[src/hbh_cfg.svh]
`ifndef HBH_CFG_SVH
`define HBH_CFG_SVH
`define HBH_PEER_W 6
`define HBH_ADDR_W 32
`define HBH_DATA_W 32
`define HBH_SEL_W 4
`define HBH_STB_W 2
`define HBH_FLOAT_CYC 1
`define HBH_GRANT_RST 1'b1
`endif

[src/hbh_pkg.sv]
package hbh_pkg;
  typedef enum logic [2:0] {
    HBH_OWN,
    HBH_RELEASE,
    HBH_FLOAT,
    HBH_GRANTED,
    HBH_RECLAIM,
    HBH_IDLE_SLAVE
  } hbh_state_type;
endpackage : hbh_pkg

[src/hbh_sync.sv]
module hbh_sync (
  input wire logic i_sys_clk,
  input wire logic i_nrst,
  input wire logic i_async,
  output logic o_sync
);
  logic meta_r;
  // ==========================================
  // Two-stage synchroniser, idle high
  always_ff @(posedge i_sys_clk or negedge i_nrst) begin
    if (!i_nrst) begin
      meta_r <= 1'b1;
      o_sync <= 1'b1;
    end else begin
      meta_r <= i_async;
      o_sync <= meta_r;
    end
  end
endmodule : hbh_sync

[src/hbh_handover.sv]
`include "hbh_cfg.svh"
module hbh_handover (
  input wire logic i_sys_clk,
  input wire logic i_nrst,
  input wire logic i_host_bus_request_n,
  input wire logic i_chip_select_n,
  input wire logic i_is_bus_master,
  input wire logic i_host_bus_grant_n_in,
  input wire logic [`HBH_PEER_W-1:0] i_peer_bus_request_lines_n,
  output logic o_host_bus_grant_n_out,
  output logic o_host_bus_grant_n_oe,
  output logic o_ext_bus_oe,
  output logic o_host_access_ready_oe,
  output logic o_peer_arb_enable,
  output logic o_host_owns_bus
);
  import hbh_pkg::*;

  // ==========================================
  // Input synchronisers
  logic req_n_s;
  logic cs_n_s;
  logic grant_n_s;

  // Pins are asynchronous to the system clock
  hbh_sync u_sync_req (
    .i_sys_clk(i_sys_clk),
    .i_nrst(i_nrst),
    .i_async(i_host_bus_request_n),
    .o_sync(req_n_s)
  );

  hbh_sync u_sync_cs (
    .i_sys_clk(i_sys_clk),
    .i_nrst(i_nrst),
    .i_async(i_chip_select_n),
    .o_sync(cs_n_s)
  );

  hbh_sync u_sync_grant (
    .i_sys_clk(i_sys_clk),
    .i_nrst(i_nrst),
    .i_async(i_host_bus_grant_n_in),
    .o_sync(grant_n_s)
  );

  // ==========================================
  // Request decode
  wire host_req;
  wire host_sel;
  wire peer_req_any;
  wire peer_arb_ok;
  wire wait_host;
  wire grant_seen;

  assign host_req = ~req_n_s;
  assign host_sel = ~cs_n_s;
  assign peer_req_any = ~&i_peer_bus_request_lines_n;
  assign peer_arb_ok = peer_req_any & ~host_req;
  assign wait_host = host_sel & host_req;
  assign grant_seen = ~grant_n_s;

  // ==========================================
  // Float cycle counter
  logic [1:0] float_cnt_r;
  wire [1:0] float_cnt_nxt;
  wire in_float;
  wire float_done;

  // Counts cycles spent in FLOAT with grant undriven; cleared on the first clock edge after the state leaves FLOAT
  assign in_float = (state_r == HBH_FLOAT);
  assign float_cnt_nxt = in_float ? float_cnt_r + 2'h1 : 2'h0;
  assign float_done = (float_cnt_r == 2'(`HBH_FLOAT_CYC - 1));

  // ==========================================
  // Handover state machine
  hbh_state_type state_r;
  hbh_state_type state_arb;
  hbh_state_type state_nxt;

  // Host request always wins over peers
  always_comb begin
    state_arb = state_r;
    unique case (state_r)
      HBH_OWN: begin
        if (host_req) begin
          state_arb = HBH_RELEASE;
        end
      end
      HBH_RELEASE: begin
        state_arb = host_req ? HBH_FLOAT : HBH_RECLAIM;
      end
      HBH_FLOAT: begin
        if (!host_req) begin
          state_arb = HBH_RECLAIM;
        end else if (float_done) begin
          state_arb = HBH_GRANTED;
        end
      end
      HBH_GRANTED: begin
        if (!host_req) begin
          state_arb = HBH_RECLAIM;
        end
      end
      HBH_RECLAIM: begin
        state_arb = HBH_OWN;
      end
      HBH_IDLE_SLAVE: begin
        if (!host_req) begin
          state_arb = HBH_OWN;
        end
      end
    endcase
  end

  // Losing mastership overrides every state
  assign state_nxt = i_is_bus_master ? state_arb : HBH_IDLE_SLAVE;

  // ==========================================
  // Output decode, registered below
  wire ext_oe_nxt;
  wire grant_drive_nxt;
  wire grant_oe_nxt;
  wire grant_nxt;
  wire owns_nxt;

  // Grant driven low in GRANTED and high in other master states; undriven while floating or slave
  assign ext_oe_nxt = (state_nxt == HBH_OWN);
  assign grant_drive_nxt = (state_nxt == HBH_GRANTED);
  assign grant_oe_nxt = (state_nxt != HBH_FLOAT) & (state_nxt != HBH_IDLE_SLAVE);
  assign grant_nxt = ~grant_drive_nxt;
  assign owns_nxt = grant_drive_nxt | ((state_nxt == HBH_IDLE_SLAVE) & grant_seen);

  // ==========================================
  // State register
  always_ff @(posedge i_sys_clk or negedge i_nrst) begin
    if (!i_nrst) begin
      state_r <= HBH_IDLE_SLAVE;
    end else begin
      state_r <= state_nxt;
    end
  end

  // ==========================================
  // Float counter register
  always_ff @(posedge i_sys_clk or negedge i_nrst) begin
    if (!i_nrst) begin
      float_cnt_r <= 2'h0;
    end else begin
      float_cnt_r <= float_cnt_nxt;
    end
  end

  // ==========================================
  // External bus enable
  always_ff @(posedge i_sys_clk or negedge i_nrst) begin
    if (!i_nrst) begin
      o_ext_bus_oe <= 1'b0;
    end else begin
      o_ext_bus_oe <= ext_oe_nxt;
    end
  end

  // ==========================================
  // Grant drive value
  always_ff @(posedge i_sys_clk or negedge i_nrst) begin
    if (!i_nrst) begin
      o_host_bus_grant_n_out <= `HBH_GRANT_RST;
    end else begin
      o_host_bus_grant_n_out <= grant_nxt;
    end
  end

  // ==========================================
  // Grant output enable
  always_ff @(posedge i_sys_clk or negedge i_nrst) begin
    if (!i_nrst) begin
      o_host_bus_grant_n_oe <= 1'b0;
    end else begin
      o_host_bus_grant_n_oe <= grant_oe_nxt;
    end
  end

  // ==========================================
  // Host ready pull-down
  always_ff @(posedge i_sys_clk or negedge i_nrst) begin
    if (!i_nrst) begin
      o_host_access_ready_oe <= 1'b0;
    end else begin
      o_host_access_ready_oe <= wait_host;
    end
  end

  // ==========================================
  // Peer arbitration enable
  always_ff @(posedge i_sys_clk or negedge i_nrst) begin
    if (!i_nrst) begin
      o_peer_arb_enable <= 1'b0;
    end else begin
      o_peer_arb_enable <= peer_arb_ok;
    end
  end

  // ==========================================
  // Host ownership flag
  always_ff @(posedge i_sys_clk or negedge i_nrst) begin
    if (!i_nrst) begin
      o_host_owns_bus <= 1'b0;
    end else begin
      o_host_owns_bus <= owns_nxt;
    end
  end
endmodule : hbh_handover

[config.mk]
export PLATFORM = sky130hd
export DESIGN_NAME = hbh_handover
export DESIGN_NICKNAME = d
export VERILOG_FILES = /design/src/hbh_pkg.sv /design/src/hbh_sync.sv /design/src/hbh_handover.sv
export VERILOG_INCLUDE_DIRS = /design/src
export SDC_FILE = /design/constraint.sdc
export NUM_CORES = 1
export LEC_CHECK = 0
export BUFFER_PORTS_ARGS = -buffer_cell sky130_fd_sc_hd__buf_2
export CORE_UTILIZATION = 45
export DETAILED_ROUTE_END_ITERATION = 10
export GPL_ROUTABILITY_DRIVEN = 1
export PLACE_DENSITY = 0.74
export SLEW_MARGIN = 20
export SYNTH_ARGS = -nofsm -noshare
export SYNTH_HDL_FRONTEND = slang
export SYNTH_SLANG_ARGS = --single-unit
[constraint.sdc]
create_clock -name i_sys_clk -period 4.3 [get_ports i_sys_clk]
set_input_delay 1.29 -clock i_sys_clk [delete_from_list [all_inputs] [get_ports i_sys_clk]]
set_output_delay 1.29 -clock i_sys_clk [all_outputs]
set_load 0.005 [all_outputs]
==> reports/qor.csv <==
stage,metric,value,unit
run_status,status,completed,
sta,fin crit share,50.8,%
sta,max-slew violation count,0,
synthesis,Synth top area share,35.5,%
die,Die H,40.5,um
placement,Placer Congestion,0.707,
grt,antenna violations before repair,0,
drt,WL final,969,um
placement,# port buffers,17,
layout,P&R area growth vs syn,19.5,%
clocking,CTS tree,done,
clocking,clk sink count,17,
pwr,leakage,0.356,nW
placement,dpl hpwl,732,um
clocking,postcts setup bufs,0,
setup_path,crit path from,o_host_bus_grant_n_out,
sta,RSZ-0062 raised after global routing,false,
pwr,Worst VDD drop,0.233,mV
setup_path,Worst path slowest cell,dfstp_2,
sta,final hold vios,0,
clocking,Skew-Pair Late Insertion Delay,0.28,ns
synthesis,Syn Area/Cell,13.3,um2
clocking,post-CTS resize count,0,
drt,DRC Markers,0,
setup_path,worst-path cell chain,buf_2,
synthesis,number of library cell types mapped by synthesis,25,
clocking,Max Buffers Root-to-Sink,2,
grt,Total GRT Usage,15.0,%
drt,Antenna Nets Post-Route,0,
sta,setup_tns,0,ns
clocking,root buffer cell,clkbuf_4,
die,Cell Rows,13,
drt,iteration count of the initial detailed-routing pass,2,
setup_path,worst path arrival time,0.89,ns
min_path,Hold Crit Start,u_sync_cs.meta_r,
clocking,CTS H-tree lvls,1,
drt,wire per inst,11.3,um
layout,share of layout cells above drive strength 1,46.5,%
layout,ANT cells,0,
setup_path,CP startpoint kind,flip-flop,
sta,Hold Slack,0.358,ns
die,Initial Util,49.9,%
sta,fin crit period,2.18,ns
clocking,Worst-path clk slew,0.09,ns
die,Core ar.,1330,um2
setup_path,crit-path leading delay family,flip-flops,
setup_path,Max stage delay on crit path,0.52,ns
synthesis,synthesized area,666,um2
die,io pins,18,
setup_path,largest fanout on the critical path,1,
synthesis,post-synthesis sequential area ratio,65.6,%
synthesis,leading area contributor after synthesis,dfstp_2,
min_path,worst min path class,flip-flop to flip-flop,
sta,Worst Tran Pin Value,0.356,ns
sta,setup violators final,0,
synthesis,number of synthesized register bits,17,
drt,vias post-DR,445,
die,die area,1640,um2
flow_run,maxcap violations,0,
layout,Total Nets Final,85,
sta,Fmax achieved,458,MHz
sta,normalized max-slew margin,76.3,%
setup_path,"Buf+Inv Stages, Crit Path",1,
drt,vias per inst,5.17,
synthesis,Yosys Warn Count,0,
synthesis,Synth area leaders,"dfstp_2, dfrtp_1, nand2b_1",
grt,vias in the first global route,385,
synthesis,Syn Nets,63,
sta,worst-case clock skew,0.00268,ns
grt,largest net degree at the start of global routing,18,
drt,DR iter-0 viols,4,
setup_path,CP Class,flip-flop to output port,
grt,grt ovf,0,
pwr,PD cells,363,nW/um2
setup_path,CP Capture Type,output port,
setup_path,r2r startpoint,float_cnt_r[0],
die,chip width,40.5,um
grt,global-route wire length before repair,1480,um
clocking,cts hold-fix bufs,0,
clocking,CTS Buf Count,3,
synthesis,Gate Count Post-Synth,50,
setup_path,Worst Path Required,3.01,ns
## final timing paths
path | to | slack [ns] | depth (start not counted)
max | o_host_bus_grant_n_out | 2.12 | 1
min reg2reg | u_sync_cs.o_sync | 0.36 | 0
min in group asynchronous | float_cnt_r[0] | 0.91 | 1
min | u_sync_cs.o_sync | 0.36 | 0
max in group asynchronous | u_sync_cs.o_sync | 3.09 | 1
max reg2reg | o_host_owns_bus | 2.72 | 6
## metrics by stage
stage          util (%)  total power [mW]  cell area [um2]  cells  worst slack, ns
6_report           59.7             0.289              796     86             2.12
3_3_place_gp       57.7             0.212              769     82             2.13
3_5_place_dp       57.7             0.213              769     82             2.07
5_1_grt            59.7             0.307              796     86             2.06
4_1_cts            59.7             0.295              796     86             2.10
2_1_floorplan         -             0.198              666     50             2.31
## power by group
part	total, mW	switching, mW	internal (mW)
logic	0.0299	0.0152	0.0147
registers	0.180	0.00693	0.173
clock network	0.0790	0.0430	0.0359
## cell usage in the layout (no fill, tap or decap), drive strengths merged, types with 2 or more instances in the layout
cell / count
nor3: 2
clkbuf: 4
dfrtp: 8
buf: 17
nand2b: 3
nor2b: 2
nor3b: 2
a31oi: 2
inv: 4
nor2: 3
nand2: 2
dfstp: 9
## synth_stat cells (all sizes together)
master and count:
a21boi 1, a21oi 1, a31o 1, a31oi 2, and4 1, dfrtp 8, dfstp 9, ha 1
inv 4, mux2i 1, nand2 2, nand2b 3, nand3 1, nor2 3, nor2b 2, nor3 2
nor3b 2, o21a 1, o21ai 1, o31ai 1, o32ai 1, or2b 1, or3b 1
## area by class of cell
type                            instances  area, um2
Fill cell                             121        538
Sequential cell                        17        437
Multi-Input combinational cell         29        214
Timing Repair Buffer                   17       85.1
Clock buffer                            4       26.3
Tap cell                               15       18.8
Inverter                                4       15.0
## registers in the layout, summed over array words and instances (netlist names)
register / flops
u_sync_req.meta_r: 1
state_r: 3
o_host_owns_bus: 1
u_sync_cs.meta_r: 1
float_cnt_r: 2
u_sync_req.o_sync: 1
u_sync_grant.meta_r: 1
o_host_bus_grant_n_oe: 1
o_host_access_ready_oe: 1
o_ext_bus_oe: 1
u_sync_cs.o_sync: 1
o_peer_arb_enable: 1
o_host_bus_grant_n_out: 1
u_sync_grant.o_sync: 1
## metal layers
layer	routed length (um)	global-route usage, %	share of wire [%]	up-vias
met3	44	5.00	4.5	2
li1	-	-	-	217
met2	452	22.6	47	10
met5	0	0	0	-
met4	11	12.5	1.1	0
met1	460	17.0	47	216
## cell families after synthesis
logic type                 after synthesis  synth area share (%)
and+or+nand+nor                         18                  16.5
buffers and inverters                    4                  2.25
muxes                                    1                  1.50
AOI/OAI and AO/OA                        9                  12.2
adders and majority gates                1                  1.88
DFF                                     17                  65.6
(Power assumes the default switching activity.)
